[src/irq_regs_pkg.sv]
// Register map, field positions and reset values of the interrupt register set
package irq_regs_pkg;

  localparam logic [3:0] ADDR_EDGE_SEL = 4'h0;
  localparam logic [3:0] ADDR_CTRL0    = 4'h1;
  localparam logic [3:0] ADDR_CTRL1    = 4'h2;
  localparam logic [3:0] ADDR_CTRL2    = 4'h3;
  localparam logic [3:0] ADDR_CTRL3    = 4'h4;
  localparam logic [3:0] ADDR_MFUNC0   = 4'h5;
  localparam logic [3:0] ADDR_MFUNC1   = 4'h6;
  localparam logic [3:0] ADDR_MFUNC2   = 4'h7;
  localparam logic [3:0] ADDR_STATUS   = 4'h8;
  localparam logic [3:0] ADDR_MASK     = 4'h9;

  // Variant selection
  localparam logic [1:0] VAR_SMALL   = 2'h0;
  localparam logic [1:0] VAR_MEDIUM  = 2'h1;
  localparam logic [1:0] VAR_LARGE   = 2'h2;
  localparam logic [1:0] VAR_LARGEST = 2'h3;

  // Edge selector codes
  localparam logic [1:0] EDGE_NONE = 2'h0;
  localparam logic [1:0] EDGE_RISE = 2'h1;
  localparam logic [1:0] EDGE_FALL = 2'h2;
  localparam logic [1:0] EDGE_BOTH = 2'h3;

  // Bit positions
  localparam int BIT_GLOBAL_EN = 0;
  localparam int BIT_EXT_EN    = 1;
  localparam int BIT_EXT_FLAG  = 4;
  localparam int BIT_FLAG_HI   = 7;
  localparam int BIT_FLAG_LO   = 5;
  localparam int BIT_EN_HI     = 3;
  localparam int BIT_EN_LO     = 1;

  // Implemented-bit masks
  localparam logic [7:0] MASK_EDGE_SEL = 8'h03;
  localparam logic [7:0] MASK_CTRL0    = 8'h7F;
  localparam logic [7:0] MASK_FULL     = 8'hFF;
  localparam logic [7:0] MASK_CTRL2_S  = 8'h11;
  localparam logic [7:0] MASK_CTRL2_M  = 8'h77;
  localparam logic [7:0] MASK_MF1_M    = 8'h33;
  localparam logic [7:0] MASK_NONE     = 8'h00;
  localparam logic [7:0] MASK_STATUS   = 8'h07;

  localparam logic [7:0] RESET_REG = 8'h00;

endpackage

[src/irq_regs.sv]
// Interrupt request and enable register set with edge-detecting external pin
//
// The register addresses and strobed register access were decided locally.
`timescale 1ns/10ps
// Function
// Edge selector: none, rise, fall, both
// Edge selector bits 7..2 read zero
// Control0 bit0 is global enable
// Control0 pin flag bit4, enable bit1
// Control0 touch1/0 flags 6/5, enables 3/2
// Control0 bit7 reads zero
// Single timer: control1 flag 7, enable 3
// Largest variant: same bits serve timer zero
// Control1 group0 flag 6, enable 2
// Control1 eeprom flag 5, enable 1
// Control1 serial flag 4, enable 0
// Control2 time base flag 4, enable 0
// Smallest variant control2 unused bits read zero
// Larger variants control2 touch3/2, group1 bits; medium variant implements touch2 and group1, not touch3
// Largest variant control3 touch5/4, group2, timer1
// Multi-function counter flags 7/5, enables 3/1
// Flags set always; request needs both enables
// Flags writable; hardware set beats clear
// Synchronise pin, selected edge sets flag
module irq_regs
  import irq_regs_pkg::*;
#(
  parameter logic [1:0] VARIANT = VAR_LARGEST
) (
  // Clock and reset
  input  wire logic       clk,
  input  wire logic       rst_n,
  // Register port
  input  wire logic [3:0] addr,
  input  wire logic [7:0] wdata,
  input  wire logic       wr,
  input  wire logic       rd,
  output logic      [7:0] rdata,
  // External pin
  input  wire logic       ext_pin,
  // Source events, one-cycle pulses
  input  wire logic [5:0] touch_evt,
  input  wire logic [5:0] touch_counter_evt,
  input  wire logic       timer_zero_evt,
  input  wire logic       timer_one_evt,
  input  wire logic       eeprom_evt,
  input  wire logic       serial_module_evt,
  input  wire logic       time_base_evt,
  // Interrupt requests to the core
  output logic      [7:0] src_request,
  output logic            core_irq,
  output logic            irq
);

  logic [7:0] edge_sel_q;
  logic [7:0] ctrl_q [0:3];
  logic [7:0] mfunc_q [0:2];
  logic [7:0] ctrl_set [0:3];
  logic [7:0] mfunc_set [0:2];
  logic [7:0] ctrl_msk [0:3];
  logic [7:0] mfunc_msk [0:2];
  logic [2:0] status_q;
  logic [2:0] mask_q;
  logic [2:0] status_evt;
  logic       pin_meta_q;
  logic       pin_sync_q;
  logic       pin_last_q;
  logic       pin_edge;
  logic [2:0] group_flag;
  logic       read_status;

  // Implemented bits per variant
  always_comb begin
    ctrl_msk[0]  = MASK_CTRL0;
    ctrl_msk[1]  = MASK_FULL;
    ctrl_msk[2]  = (VARIANT == VAR_SMALL) ? MASK_CTRL2_S :
                   (VARIANT == VAR_MEDIUM) ? MASK_CTRL2_M : MASK_FULL;
    ctrl_msk[3]  = (VARIANT == VAR_LARGEST) ? MASK_FULL : MASK_NONE;
    mfunc_msk[0] = MASK_FULL;
    mfunc_msk[1] = (VARIANT == VAR_SMALL) ? MASK_NONE :
                   (VARIANT == VAR_MEDIUM) ? MASK_MF1_M : MASK_FULL;
    mfunc_msk[2] = (VARIANT == VAR_LARGEST) ? MASK_FULL : MASK_NONE;
  end

  // Pin synchroniser and edge detect
  always_ff @(posedge clk) begin
    if (!rst_n) begin
      pin_meta_q <= 1'b0;
      pin_sync_q <= 1'b0;
      pin_last_q <= 1'b0;
    end else begin
      pin_meta_q <= ext_pin;
      pin_sync_q <= pin_meta_q;
      pin_last_q <= pin_sync_q;
    end
  end

  always_comb begin
    unique case (edge_sel_q[1:0])
      EDGE_NONE: pin_edge = 1'b0;
      EDGE_RISE: pin_edge = pin_sync_q & ~pin_last_q;
      EDGE_FALL: pin_edge = ~pin_sync_q & pin_last_q;
      EDGE_BOTH: pin_edge = pin_sync_q ^ pin_last_q;
    endcase
  end

  // Group summaries of counter sub-sources
  always_comb begin
    for (int g = 0; g < 3; g++) begin
      group_flag[g] = (mfunc_q[g][BIT_FLAG_HI] & mfunc_q[g][BIT_EN_HI]) |
                      (mfunc_q[g][BIT_FLAG_LO] & mfunc_q[g][BIT_EN_LO]);
    end
  end

  // Hardware set vectors; only the group bits depend on counter enables
  always_comb begin
    ctrl_set[0] = {1'b0, touch_evt[1], touch_evt[0], pin_edge, 4'h0};
    ctrl_set[1] = {timer_zero_evt, group_flag[0], eeprom_evt, serial_module_evt, 4'h0};
    ctrl_set[2] = {touch_evt[3], touch_evt[2], group_flag[1], time_base_evt, 4'h0};
    ctrl_set[3] = {touch_evt[5], touch_evt[4], group_flag[2], timer_one_evt, 4'h0};
    for (int g = 0; g < 3; g++) begin
      mfunc_set[g] = {touch_counter_evt[2 * g + 1], 1'b0, touch_counter_evt[2 * g], 5'h00};
    end
  end

  // Edge selector register
  always_ff @(posedge clk) begin
    if (!rst_n) begin
      edge_sel_q <= RESET_REG;
    end else if (wr && addr == ADDR_EDGE_SEL) begin
      edge_sel_q <= wdata & MASK_EDGE_SEL;
    end
  end

  // Primary control registers
  always_ff @(posedge clk) begin
    if (!rst_n) begin
      for (int r = 0; r < 4; r++) begin
        ctrl_q[r] <= RESET_REG;
      end
    end else begin
      for (int r = 0; r < 4; r++) begin
        if (wr && addr == ADDR_CTRL0 + 4'(r)) begin
          ctrl_q[r] <= (wdata | ctrl_set[r]) & ctrl_msk[r];
        end else begin
          ctrl_q[r] <= (ctrl_q[r] | ctrl_set[r]) & ctrl_msk[r];
        end
      end
    end
  end

  // Multi-function registers; reserved bits stored as written where the variant mask keeps them
  always_ff @(posedge clk) begin
    if (!rst_n) begin
      for (int r = 0; r < 3; r++) begin
        mfunc_q[r] <= RESET_REG;
      end
    end else begin
      for (int r = 0; r < 3; r++) begin
        if (wr && addr == ADDR_MFUNC0 + 4'(r)) begin
          mfunc_q[r] <= (wdata | mfunc_set[r]) & mfunc_msk[r];
        end else begin
          mfunc_q[r] <= (mfunc_q[r] | mfunc_set[r]) & mfunc_msk[r];
        end
      end
    end
  end

  // Request routing to the core
  always_comb begin
    src_request[0] = ctrl_q[0][BIT_EXT_FLAG] & ctrl_q[0][BIT_EXT_EN];
    src_request[1] = ctrl_q[0][BIT_FLAG_LO] & ctrl_q[0][2];
    src_request[2] = ctrl_q[0][6] & ctrl_q[0][BIT_EN_HI];
    src_request[3] = |(ctrl_q[1][7:4] & ctrl_q[1][3:0]);
    src_request[4] = |(ctrl_q[2][7:4] & ctrl_q[2][3:0]);
    src_request[5] = |(ctrl_q[3][7:4] & ctrl_q[3][3:0]);
    src_request[6] = ctrl_q[0][BIT_GLOBAL_EN];
    src_request[7] = 1'b0;
  end

  assign core_irq = ctrl_q[0][BIT_GLOBAL_EN] & (|src_request[5:0]);

  // Sticky status: pin edge, core request level, group summary
  assign status_evt  = {|group_flag, core_irq, pin_edge};
  assign read_status = rd && addr == ADDR_STATUS;

  always_ff @(posedge clk) begin
    if (!rst_n) begin
      status_q <= 3'h0;
    end else if (read_status) begin
      status_q <= status_evt;
    end else begin
      status_q <= status_q | status_evt;
    end
  end

  always_ff @(posedge clk) begin
    if (!rst_n) begin
      mask_q <= 3'h0;
    end else if (wr && addr == ADDR_MASK) begin
      mask_q <= wdata[2:0];
    end
  end

  assign irq = |(status_q & mask_q);

  // Read data one cycle after strobe
  always_ff @(posedge clk) begin
    if (!rst_n) begin
      rdata <= RESET_REG;
    end else if (rd) begin
      unique case (addr)
        ADDR_EDGE_SEL: rdata <= edge_sel_q & MASK_EDGE_SEL;
        ADDR_CTRL0:    rdata <= ctrl_q[0];
        ADDR_CTRL1:    rdata <= ctrl_q[1];
        ADDR_CTRL2:    rdata <= ctrl_q[2];
        ADDR_CTRL3:    rdata <= ctrl_q[3];
        ADDR_MFUNC0:   rdata <= mfunc_q[0];
        ADDR_MFUNC1:   rdata <= mfunc_q[1];
        ADDR_MFUNC2:   rdata <= mfunc_q[2];
        ADDR_STATUS:   rdata <= {5'h00, status_q};
        ADDR_MASK:     rdata <= {5'h00, mask_q};
        default:       rdata <= RESET_REG;
      endcase
    end else begin
      rdata <= RESET_REG;
    end
  end

endmodule

[config.mk]
export PLATFORM = sky130hd
export DESIGN_NAME = irq_regs
export DESIGN_NICKNAME = d
export VERILOG_FILES = /design/src/irq_regs_pkg.sv /design/src/irq_regs.sv
export SDC_FILE = /design/constraint.sdc
export NUM_CORES = 1
export LEC_CHECK = 0
export BUFFER_PORTS_ARGS = -buffer_cell sky130_fd_sc_hd__buf_2
export CAP_MARGIN = 5
export CORE_ASPECT_RATIO = 0.7
export CORE_MARGIN = 3
export CORE_UTILIZATION = 38
export CTS_CLUSTER_DIAMETER = 30
export DETAILED_ROUTE_END_ITERATION = 7
export SETUP_SLACK_MARGIN = 0.4
export SYNTH_ARGS = -nofsm -noshare
export SYNTH_HDL_FRONTEND = slang
export SYNTH_SLANG_ARGS = --single-unit
[constraint.sdc]
create_clock -name clk -period 1.4 [get_ports clk]
set_input_delay 0.21 -clock clk [delete_from_list [all_inputs] [get_ports clk]]
set_output_delay 0.21 -clock clk [all_outputs]
set_load 0.02 [all_outputs]
Word-level counts from Yosys, hierarchy flattened
Memories as Yosys holds them, arrays and structs flattened.
Index checks and enable logic that the tools add are counted.
W data, S select, Z words.
Storage, ports and cells
  register bits after elaboration: 19
  memory bits (writable): 56
  input bits: 34
  output and inout port bits: 18
  memories: 2
Cells by class
  equality and inequality tests: 12
  mux-type cells: 60
  bitwise gates (word level): 51
  reductions and logical operators: 19
Memories
  ctrl_q: depth 4, width 8, read ports 4, clocked after Yosys merged registers in 0, wr ports 4, RTL line irq_regs.sv:56  | logic [7:0] ctrl_q [0:3];
  mfunc_q: depth 3, width 8, read ports 3, clocked after Yosys merged registers in 0, wr ports 3, RTL line irq_regs.sv:57  | logic [7:0] mfunc_q [0:2];
Operators with widths (count)
  $mux W8: 14
  $or A8 B8 Y8: 12
  $pmux W8 S10: 1
  $mux W1: 43
  $or A1 B1 Y1: 17
  $eq A4 B3 Y1 const B: 4
  $reduce_or A15 Y1: 1
  $or A7 B7 Y7: 2
  $and A1 B1 Y1: 12
  $and A4 B4 Y4: 3
  $reduce_or A4 Y1: 3
  $logic_and A1 B1 Y1: 10
  $eq A4 B2 Y1 const B: 2
  $eq A4 B4 Y1 const B: 2
  $reduce_or A3 Y1: 2
  $eq A2 B2 Y1 const B: 2
  $eq A4 B1 Y1 const B: 1
  $logic_not A4 Y1: 1
  $pmux W1 S4: 1
  $and A3 B3 Y3: 1
  $mux W3: 1
  $or A3 B3 Y3: 1
  $eq A2 B1 Y1 const B: 1
  $logic_not A2 Y1: 1
  other kinds (3): 4

Logic depth before layout (Yosys ltp)
Gate-level depths: netlist (run 1).
  depth in word-level cells: 7
  mapped depth: 6
  gate-level depth less buffers: 6

Worst setup path before layout (run 1)
No wires, ideal clock.
  path kind: register to register
  from: memory ctrl_q[0][4]
  to: register status_q[1]
  arrival time: 1.644 ns
  required time: 1.285 ns
  path slack: -0.359 ns
  cell stages (with the launch flop): 5
  path through: edfxtp_1 -> and2_1 -> or3_1 -> o41a_1 -> o21a_1
RTL lines
  start: declaration: RTL line irq_regs.sv:56
  end signal: assignment: RTL line irq_regs.sv:191  | status_q <= status_evt;
  end signal: assignment: RTL line irq_regs.sv:193  | status_q <= status_q | status_evt;
  end: declaration: RTL line irq_regs.sv:62  | logic [2:0] status_q;

==> impl_metrics.tcl, run 1 <==
set metrics [dict create \
    detail_route.drc_violations 0 \
    cts_root_buffer "sky130_fd_sc_hd__clkbuf_16" \
    placement.io_buffers 50 \
    finish.net_count 514 \
    finalCritPeriodShare_pct 145 \
    grt_pass1_vias 3248 \
    layout_setup_ws_ns -0.626 \
    cpLargestDelayFamily "simple AND/OR/NAND/NOR gates" \
    crit_path_max_fanout 2 \
    skew_ns 0.00506 \
    timing_worst_setup_path_type "reg2out" \
    cts_max_path_buffers 2 \
    rsz_0062_raised_after_global_routing "true" \
    max_cap_viol_count 0 \
    final-max-slew-violation-count 0 \
    design.portCount 52 \
    r2r_cells 4 \
    slowest_cell_delay_on_critical_path_ns 0.39 \
    detail_route.iter0.violations 268 \
    timing.final.crit_period_ns 2.03 \
    clock.fmax_ghz 0.494 \
    syn_area_um2 3810 \
    clock_sinks 74 \
    worst_flop_to_flop_path_startpoint "ctrl_q[0][3]" \
    p_per_area_nw_per_um2 1110 \
    failed_checks "setup timing" \
    firstDrtPassIters 7 \
    status "finished, violations left" \
    grt.total_usage_pct 21.7 \
    min_delay_worst_endpoint "pin_meta_q" \
    global_route.overflow_total 0 \
    routed_wl_mm 12.1 \
    final.hold.worst_slack_ns 0.0817 \
    core.rowCount 29 \
    layout_area_growth_over_synthesis_pct 57.4 \
    clock_tree.htree_level_count 3 \
    drt.antenna.violating_nets 0 \
    clkTransAtPathRegs_ns 0.06 \
    worst_r2r_endpoint "status_q[1]" \
    dp.final_hpwl_mm 8.75 \
    drive_gt1_share_pct 52.2 \
    yosys_warnings 0 \
    gp_congestion 0.916 \
    worst-endpoint-required_ns 1.19 \
    clock_latency_on_the_worst_skew_pair_ns 0.34 \
    num_vias 3161 \
    hold_viol 0 \
    synth-async-reset-ratio_pct 0 \
    design.die.area_um2 11300 \
    reg2reg_setup_slack_ns -0.19 \
    setup.worst_path.end_class "primary output" \
    cts_tree "built" \
    power.static_leakage_nw 2.62 \
    design.core.area_um2 9400 \
    crit_slowest_cell "sky130_fd_sc_hd__edfxtp_1" \
    wire_length_of_the_first_global_routing_pass_mm 18.6 \
    timing.critical_path.from_type "flop" \
    synth.ff_latch_count 74 \
    antenna_found_initial 0 \
    postSynth.topFlopCell "sky130_fd_sc_hd__edfxtp_1" \
    grt_start_max_net_pins 47 \
    dp_worst_setup_slack_ns -0.285 \
    timing.critical_path.cells "and2_4 -> or3_1 -> o41a_1 -> buf_2" \
    timing.hold.worst.class "in2reg" \
    synth.distinct_cells 53 \
    worst-path-buf-inv 1 \
    avgRoutedWirePerCell_um 19.9 \
    viasPerCell 5.21 \
    post_synth_inst_count 323 \
    die_w_um 126 \
    floorplan.initialDensity_pct 40.6 \
    cts_made_buffers 9 \
    min-delay-start "ext_pin" \
    worst-endpoint-arrival_ns 1.82 \
    synth-edff-count 55 \
    cp_num_cells 4 \
    syn_avg_cell_area_um2 11.8 \
    seq_area_frac_synth_pct 53.3 \
    worst_hold_path_cells 2 \
    fillers 734 \
    setup_viol 7 \
    vdd_ir_drop_max_mv 0.841 \
    overall_die_height_um 89.8 \
    antennaDiodeCount 0 \
]
-- area by class of cell --
class                   instances  area (um2)  area share, %
flip-flops and latches         74        2050           34.1
well taps                     124         155           2.59
inverters                      23        91.3           1.52
clock buffers                  11         253           4.21
clock inverters                 5         124           2.06
multi-input cells             227        2050           34.1
repair buffers                143        1280           21.4
-- power breakdown --
group	leakage (nW)	total, mW	switching [mW]	internal (mW)
Clock	0.183	2.91	0.898	2.01
Sequential	0.699	2.61	0.0963	2.51
Combinational	1.74	1.14	0.529	0.613
Total	2.62	6.66	1.52	5.14
-- per-layer routing --
metal	wire length, um	track usage, %	vias to the layer above
li1	-	-	1486
met4	199	5.96	0
met2	5230	30.6	148
met5	0	0	-
met1	5430	31.5	1505
met3	1230	7.52	22
-- flip-flops by register name (all words and copies together) (netlist names) --
name,cells
mfunc_q,24
edge_sel_q,2
pin_meta_q,1
mask_q,3
ctrl_q,31
pin_sync_q,1
status_q,3
rdata,8
pin_last_q,1
-- repair_timing --
item,4_1_cts,5_1_grt
hold buffers,0,0
resized for setup,101,33
setup endpoints to repair,76,61
buffers inserted,12,11
pin swaps,18,15
-- Yosys cell counts, types with 3 or more instances --
cell	number	area [um2]
sky130_fd_sc_hd__dfxtp_1	19	380
sky130_fd_sc_hd__a221oi_1	4	35.0
sky130_fd_sc_hd__mux2_2	17	191
sky130_fd_sc_hd__nor2_1	21	78.8
sky130_fd_sc_hd__nand2_1	18	67.6
sky130_fd_sc_hd__a21oi_1	4	20.0
sky130_fd_sc_hd__buf_2	4	20.0
sky130_fd_sc_hd__edfxtp_1	55	1650
sky130_fd_sc_hd__mux2i_1	17	170
sky130_fd_sc_hd__o21a_1	20	150
sky130_fd_sc_hd__mux2_1	7	78.8
sky130_fd_sc_hd__a21boi_0	3	22.5
sky130_fd_sc_hd__a31oi_1	5	31.3
sky130_fd_sc_hd__nand3_1	6	30.0
sky130_fd_sc_hd__nor2b_1	12	75.1
sky130_fd_sc_hd__a22o_1	4	35.0
sky130_fd_sc_hd__and2_1	7	43.8
sky130_fd_sc_hd__buf_4	7	52.6
sky130_fd_sc_hd__o32ai_1	3	26.3
sky130_fd_sc_hd__nand3b_1	3	22.5
sky130_fd_sc_hd__inv_1	23	86.3
sky130_fd_sc_hd__clkbuf_1	7	26.3
sky130_fd_sc_hd__a22oi_1	15	113
sky130_fd_sc_hd__nand3_4	4	70.1
-- stage by stage --
step	instances	instance area (um2)	util, %	setup TNS [ns]	power [mW]
6_report	607	6000	63.8	-1.34	6.66
5_1_grt	607	6000	63.8	-1.80	6.86
4_1_cts	596	5780	61.5	-1.31	6.59
3_5_place_dp	568	4930	52.5	-5.92	3.52
3_3_place_gp	568	4930	52.5	-4.93	3.51
2_1_floorplan	343	4110	-	-0.678	3.10
-- cell families (layout without fill, tap and decap cells) --
kind of cell	after synthesis	after routing	share of synthesized area, %
other	2	22	0.197
buffers and inverters	42	182	5.15
adder cells (fa/ha/maj)	2	2	0.656
flip-flops	74	74	53.3
AND/OR/NAND/NOR	88	88	14.0
AO/OA/AOI/OAI	72	72	14.3
multiplexers	43	43	12.3
-- layout by cell type, fill, tap and decap left out, drive strengths merged, types with 5 or more instances in the layout --
| cell | count |
|---|---|
| edfxtp | 55 |
| mux2 | 26 |
| nor2 | 23 |
| nor2b | 12 |
| mux2i | 17 |
| and2 | 8 |
| inv | 23 |
| a22oi | 15 |
| conb | 22 |
| a31oi | 5 |
| dfxtp | 19 |
| nand2 | 18 |
| clkbuf | 12 |
| o21a | 20 |
| nand3 | 10 |
| buf | 142 |
-- worst max path at each step --
stage | startpoint | slack, ns | to
2_1_floorplan | ctrl_q[0][3] | -0.24 | status_q[1]
3_3_place_gp | addr[1] | -0.26 | ctrl_q[0][5]
3_5_place_dp | addr[1] | -0.28 | ctrl_q[0][5]
4_1_cts | ctrl_q[0][3] | -0.63 | core_irq
5_1_grt | ctrl_q[0][3] | -0.69 | core_irq
6_report | ctrl_q[0][3] | -0.63 | core_irq
No activity file was read; power rests on OpenSTA's default activity.
==> run 2: changes to the inputs <==
BUFFER_PORTS_ARGS = not set   (was -buffer_cell sky130_fd_sc_hd__buf_2)
DONT_BUFFER_PORTS = 1   (was not set)
==> run 2 against run 1 <==
Utilization is 7.8 points lower. Combinational power is 25% lower. The flow still finishes with violations (setup timing). Clock power is 22% lower. Setup slack worse by 0.0064 ns. Cell count is 11% lower. Critical path type unchanged. Register-to-register slack worse by 0.14 ns. Routed wire length is 6.8% lower. Clock skew is 0.0035 ns higher.
==> impl_metrics.tcl, run 2 (synthesized netlist as in run 1, its figures left out) <==
set metrics [dict create \
    finalCritPeriodShare_pct 145 \
    p_per_area_nw_per_um2 1090 \
    grt_start_max_net_pins 43 \
    failed_checks "setup timing" \
    area.sequential_um2 2040 \
    detail_route.iter0.violations 202 \
    top_signal_layer_used "met4" \
    timing_worst_setup_path_type "reg2out" \
    dp_worst_setup_slack_ns -0.263 \
    setup_viol 8 \
    design.portCount 52 \
    layout_area_growth_over_synthesis_pct 38.1 \
    layout_setup_ws_ns -0.632 \
    register_bank_with_the_most_flops "ctrl_q" \
    clock.fmax_ghz 0.492 \
    status "finished, violations left" \
    largest_reg_flops 31 \
    firstDrtPassIters 5 \
    wire_length_of_the_first_global_routing_pass_mm 17.2 \
    cts_root_buffer "sky130_fd_sc_hd__clkbuf_16" \
    detailroute.wirelength.met2_mm 4.68 \
    mostFrequentLayoutCell "sky130_fd_sc_hd__edfxtp_1" \
    dp.cells 498 \
    power.static_leakage_nw 2.18 \
    core.rowCount 29 \
    cts_tree "built" \
    worst-endpoint-required_ns 1.19 \
    clock_tree.htree_level_count 3 \
    rsz_0062_raised_after_global_routing "true" \
    grt.total_usage_pct 20.1 \
    routedLengthMet1_mm 5.27 \
    final-max-slew-violation-count 0 \
    largest_registers "ctrl_q: 31 flops, mfunc_q: 24 flops, rdata: 8 flops" \
    max_cap_viol_count 0 \
    routed_wl_mm 11.3 \
    design.core.area_um2 9400 \
    clock_sinks 74 \
    global_route.overflow_total 0 \
    totalNegativeSetupSlack_ns -1.29 \
    timing.max_slew.rel_slack_pct 66.4 \
    skew_ns 0.00857 \
    worst_pin_slew_ns 0.503 \
    layout.cells.most_common_list "sky130_fd_sc_hd__edfxtp_1, sky130_fd_sc_hd__buf_4, sky130_fd_sc_hd__buf_6" \
    floorplan.initialDensity_pct 40.6 \
    avgRoutedWirePerCell_um 20.9 \
    cts_made_buffers 9 \
    final_cells 538 \
    cts_max_path_buffers 2 \
    overall_die_height_um 89.8 \
    finish.net_count 445 \
    drt.antenna.violating_nets 0 \
    crit_path_max_fanout 2 \
    drive_gt1_share_pct 42.5 \
    gp_congestion 0.856 \
    die_w_um 126 \
    vdd_ir_drop_max_mv 0.679 \
    fillers 795 \
    dp.final_hpwl_mm 7.97 \
    timing.hold.worst.class "in2reg" \
    hold_viol 0 \
    worst-endpoint-arrival_ns 1.82 \
    timing.final.crit_period_ns 2.03 \
    grt_pass1_vias 2893 \
    antennaDiodeCount 0 \
    viasPerCell 5.44 \
    num_vias 2927 \
    placement.io_buffers 0 \
    clock_latency_on_the_worst_skew_pair_ns 0.34 \
    clkTransAtPathRegs_ns 0.06 \
    timing.critical_path.from_type "flop" \
    antenna_found_initial 0 \
    wl_met3_mm 1.18 \
    setup.worst_path.end_class "primary output" \
    multi_input_comb_area_um2 2030 \
    design.die.area_um2 11300 \
    detail_route.drc_violations 0 \
]
[run 2: cell types whose count changed in the layout (fill, tap and decap cells not counted), sizes merged]
cell,change
buf,-70
dlygate4sd3,+2
clkinv,+2
bufinv,-3
clkbuf,-2
clkinvlp,+2
[run 2: cell type report]
cell class | count | share of cell area, %
Timing Repair Buffer | 74 | 12.6
Tap cell | 124 | 2.95
Inverter | 23 | 1.64
Clock inverter | 6 | 1.12
Clock buffer | 10 | 4.35
Sequential cell | 74 | 38.7
Multi-Input combinational cell | 227 | 38.6
[run 2: critical path: stages, from the launching register on]
cell	delay, ns
sky130_fd_sc_hd__edfxtp_1	0.40
sky130_fd_sc_hd__and2_4	0.18
sky130_fd_sc_hd__or3_1	0.37
sky130_fd_sc_hd__o41a_1	0.36
sky130_fd_sc_hd__buf_4	0.18
[run 2: final timing paths]
path                     start          end  slack [ns]  cells after the start
setup reg to reg  ctrl_q[0][3]  status_q[1]       -0.33                      5
hold / removal           rst_n    mask_q[0]        0.02                      1
setup / recovery  ctrl_q[0][3]     core_irq       -0.63                      4
hold reg to reg     pin_meta_q   pin_sync_q        0.43                      1
[run 2: per-stage QoR]
stage | hold WS, ns | instance area, um2 | power, mW | utilization [%]
floorplan | 0.337 | 4110 | 3.10 | -
global placement | 0.336 | 4470 | 3.28 | 47.6
detailed placement | 0.342 | 4470 | 3.29 | 47.6
CTS | 0.000202 | 5100 | 5.68 | 54.2
global route | 0.00429 | 5270 | 5.92 | 56.0
finish | 0.0156 | 5270 | 5.73 | 56.0
[run 2: routing by layer]
layer  track usage, %  vias to the layer above
met2             26.7                      145
met4             5.05                        0
met3             7.35                       14
met5                0                        -
li1                 -                     1352
met1             30.7                     1416
[run 2: power by group]
part           switching, mW  internal (mW)  leakage (nW)  total, mW
clock                  0.894           1.37         0.136       2.26
sequential             0.103           2.51         0.695       2.61
combinational          0.373          0.480          1.35      0.853
total                   1.37           4.36          2.18       5.73
[run 2: timing repair]
item | in CTS | in global routing
buffers inserted | 12 | 10
pin swaps | 20 | 15
endpoints found under the setup margin | 41 | 41
endpoints found under the hold margin | 6 | 0
hold buffers | 2 | 0
gates resized for setup | 55 | 17
==> run 3: changes to the inputs <==
CORE_ASPECT_RATIO = not set   (was 0.7)
==> run 3 against run 2 <==
The run still ends with setup timing left. Final area down 2.2%. Via count shrank 2.3%. Utilization shrank 1.9 points. Register-to-register slack improved by 0.18 ns. Largest power group unchanged. First-iteration DRC count is 4.0% lower. Maximum frequency is 0.76% higher. Hold slack gained 0.011 ns. Power shrank 1.7%. Non-clock buffer count is 6 lower. Clock-buffer cell count shrank 1. Critical path depth stayed put. Clock power fell by 2%.
==> impl_metrics.tcl, run 3 (synthesized netlist as in run 1, its figures left out) <==
set metrics [dict create \
    status "finished, violations left" \
    failed_checks "setup timing" \
    grt.total_usage_pct 19.6 \
    min_delay_worst_endpoint "edge_sel_q[0]" \
    finalCritPeriodShare_pct 144 \
    gp_congestion 0.822 \
    finish.net_count 439 \
    final-max-slew-violation-count 0 \
    placement.io_buffers 0 \
    crit_path_max_fanout 2 \
    antennaDiodeCount 0 \
    vdd_ir_drop_max_mv 0.588 \
    timing_worst_setup_path_type "reg2out" \
    grt_start_max_net_pins 38 \
    antenna_found_initial 0 \
    clkTransAtPathRegs_ns 0.08 \
    core.rowCount 35 \
    clock_sinks 74 \
    layout_setup_ws_ns -0.617 \
    timing.critical_path.from_type "flop" \
    viasPerCell 5.33 \
    r2r_cells 4 \
    dp.final_hpwl_mm 7.73 \
    area.sequential_um2 2050 \
    power.static_leakage_nw 2.13 \
    layout.cells.most_common_list "sky130_fd_sc_hd__edfxtp_1, sky130_fd_sc_hd__buf_4, sky130_fd_sc_hd__buf_6" \
    detailroute.wirelength.met2_mm 5.09 \
    design.portCount 52 \
    multi_input_comb_area_um2 1970 \
    routed_wl_mm 10.9 \
    avgRoutedWirePerCell_um 20.2 \
    slowest_cell_delay_on_critical_path_ns 0.40 \
    worst-endpoint-required_ns 1.19 \
    num_vias 2860 \
    top_signal_layer_used "met4" \
    timing.hold.worst.class "in2reg" \
    floorplan.initialDensity_pct 40.1 \
    drt.antenna.violating_nets 0 \
    crit_slowest_cell "sky130_fd_sc_hd__edfxtp_1" \
    worst_flop_to_flop_path_startpoint "ctrl_q[0][3]" \
    detail_route.iter0.violations 194 \
    final.hold.worst_slack_ns 0.0265 \
    reg2reg_setup_slack_ns -0.15 \
    layout_area_growth_over_synthesis_pct 35.1 \
    worst-endpoint-arrival_ns 1.81 \
    register_bank_with_the_most_flops "ctrl_q" \
    timing.final.crit_period_ns 2.02 \
    cts_root_buffer "sky130_fd_sc_hd__clkbuf_8" \
    firstDrtPassIters 5 \
    timing.critical_path.cells "and2_4 -> or3_1 -> o41a_1 -> buf_4" \
    totalNegativeSetupSlack_ns -1.29 \
    worst_r2r_endpoint "status_q[1]" \
    die_w_um 106 \
    worst_hold_path_cells 2 \
    routedLengthMet1_mm 4.87 \
    clock_tree.htree_level_count 3 \
    drive_gt1_share_pct 42.4 \
    largest_registers "ctrl_q: 31 flops, mfunc_q: 24 flops, rdata: 8 flops" \
    setup_viol 9 \
    largest_reg_flops 31 \
    cts_max_path_buffers 2 \
    cts_made_buffers 9 \
    overall_die_height_um 106 \
    detail_route.drc_violations 0 \
    wl_met3_um 738 \
    skew_ns 0.00892 \
    setup.worst_path.end_class "primary output" \
    grt_pass1_vias 2886 \
    clock_latency_on_the_worst_skew_pair_ns 0.35 \
    clock.fmax_ghz 0.496 \
    design.core.area_um2 9500 \
    mostFrequentLayoutCell "sky130_fd_sc_hd__edfxtp_1" \
    global_route.overflow_total 0 \
    max_cap_viol_count 0 \
    wire_length_of_the_first_global_routing_pass_mm 16.4 \
    min-delay-start "wdata[0]" \
    rsz_0062_raised_after_global_routing "true" \
    p_per_area_nw_per_um2 1090 \
    fillers 844 \
    hold_viol 0 \
    cts_tree "built" \
    design.die.area_um2 11300 \
]
-- run 3: cell count changes in the layout (fill, tap and decap cells not counted), sizes merged --
cell	delta
buf	-7
bufinv	+3
clkinvlp	-2
clkbuf	-1
dlygate4sd3	+1
-- run 3: repair_timing --
item / in CTS / in global routing
hold endpoints to repair: 12 / 0
resized for setup: 56 / 15
setup endpoints to repair: 48 / 42
pin swaps: 13 / 14
setup buffers: 10 / 8
hold buffers: 3 / 0
-- run 3: report_power, final --
| part | switching, mW | internal (mW) | total (mW) | leakage [nW] |
|---|---|---|---|---|
| Sequential | 0.102 | 2.51 | 2.61 | 0.699 |
| Clock | 0.846 | 1.36 | 2.21 | 0.131 |
| Combinational | 0.349 | 0.462 | 0.810 | 1.30 |
| Total | 1.30 | 4.33 | 5.63 | 2.13 |
-- run 3: stage by stage --
stage / setup slack [ns] / utilization (%) / std cells / instance area, um2 / power [mW]
after global placement: -0.222 / 46.9 / 500 / 4460 / 3.27
after global routing: -0.686 / 54.2 / 537 / 5150 / 5.82
after floorplan: -0.238 / - / 343 / 4110 / 3.10
final: -0.617 / 54.2 / 537 / 5150 / 5.63
after CTS: -0.636 / 52.9 / 529 / 5020 / 5.61
after detailed placement: -0.258 / 46.9 / 500 / 4460 / 3.28
-- run 3: cell type report --
class                           count  area share [%]
Multi-Input combinational cell    227            38.2
Timing Repair Buffer               68            12.1
Inverter                           23            1.68
Sequential cell                    74            39.7
Clock inverter                      7            2.75
Tap cell                          129            3.14
Clock buffer                        9            2.41
-- run 3: worst max-delay path, delay by kind of cell, from the launching register on --
family | cells | cell delay (ns)
compound gates | 1 | 0.35
simple gates | 2 | 0.53
flops | 1 | 0.40
buf+inv | 1 | 0.17
-- run 3: per-layer routing --
metal	global-route usage (%)	up-vias
met1	26.2	1415
met5	0	-
met3	5.40	17
met4	5.09	0
li1	-	1327
met2	31.3	101
-- run 3: worst max-delay path by stage --
stage / startpoint / end / slack [ns] / cells past startpoint
5_1_grt: ctrl_q[0][3] / core_irq / -0.69 / 4
3_3_place_gp: ctrl_q[0][3] / core_irq / -0.22 / 4
6_report: ctrl_q[0][3] / core_irq / -0.62 / 4
2_1_floorplan: ctrl_q[0][3] / status_q[1] / -0.24 / 4
3_5_place_dp: ctrl_q[0][3] / core_irq / -0.26 / 4
4_1_cts: ctrl_q[0][3] / core_irq / -0.64 / 4
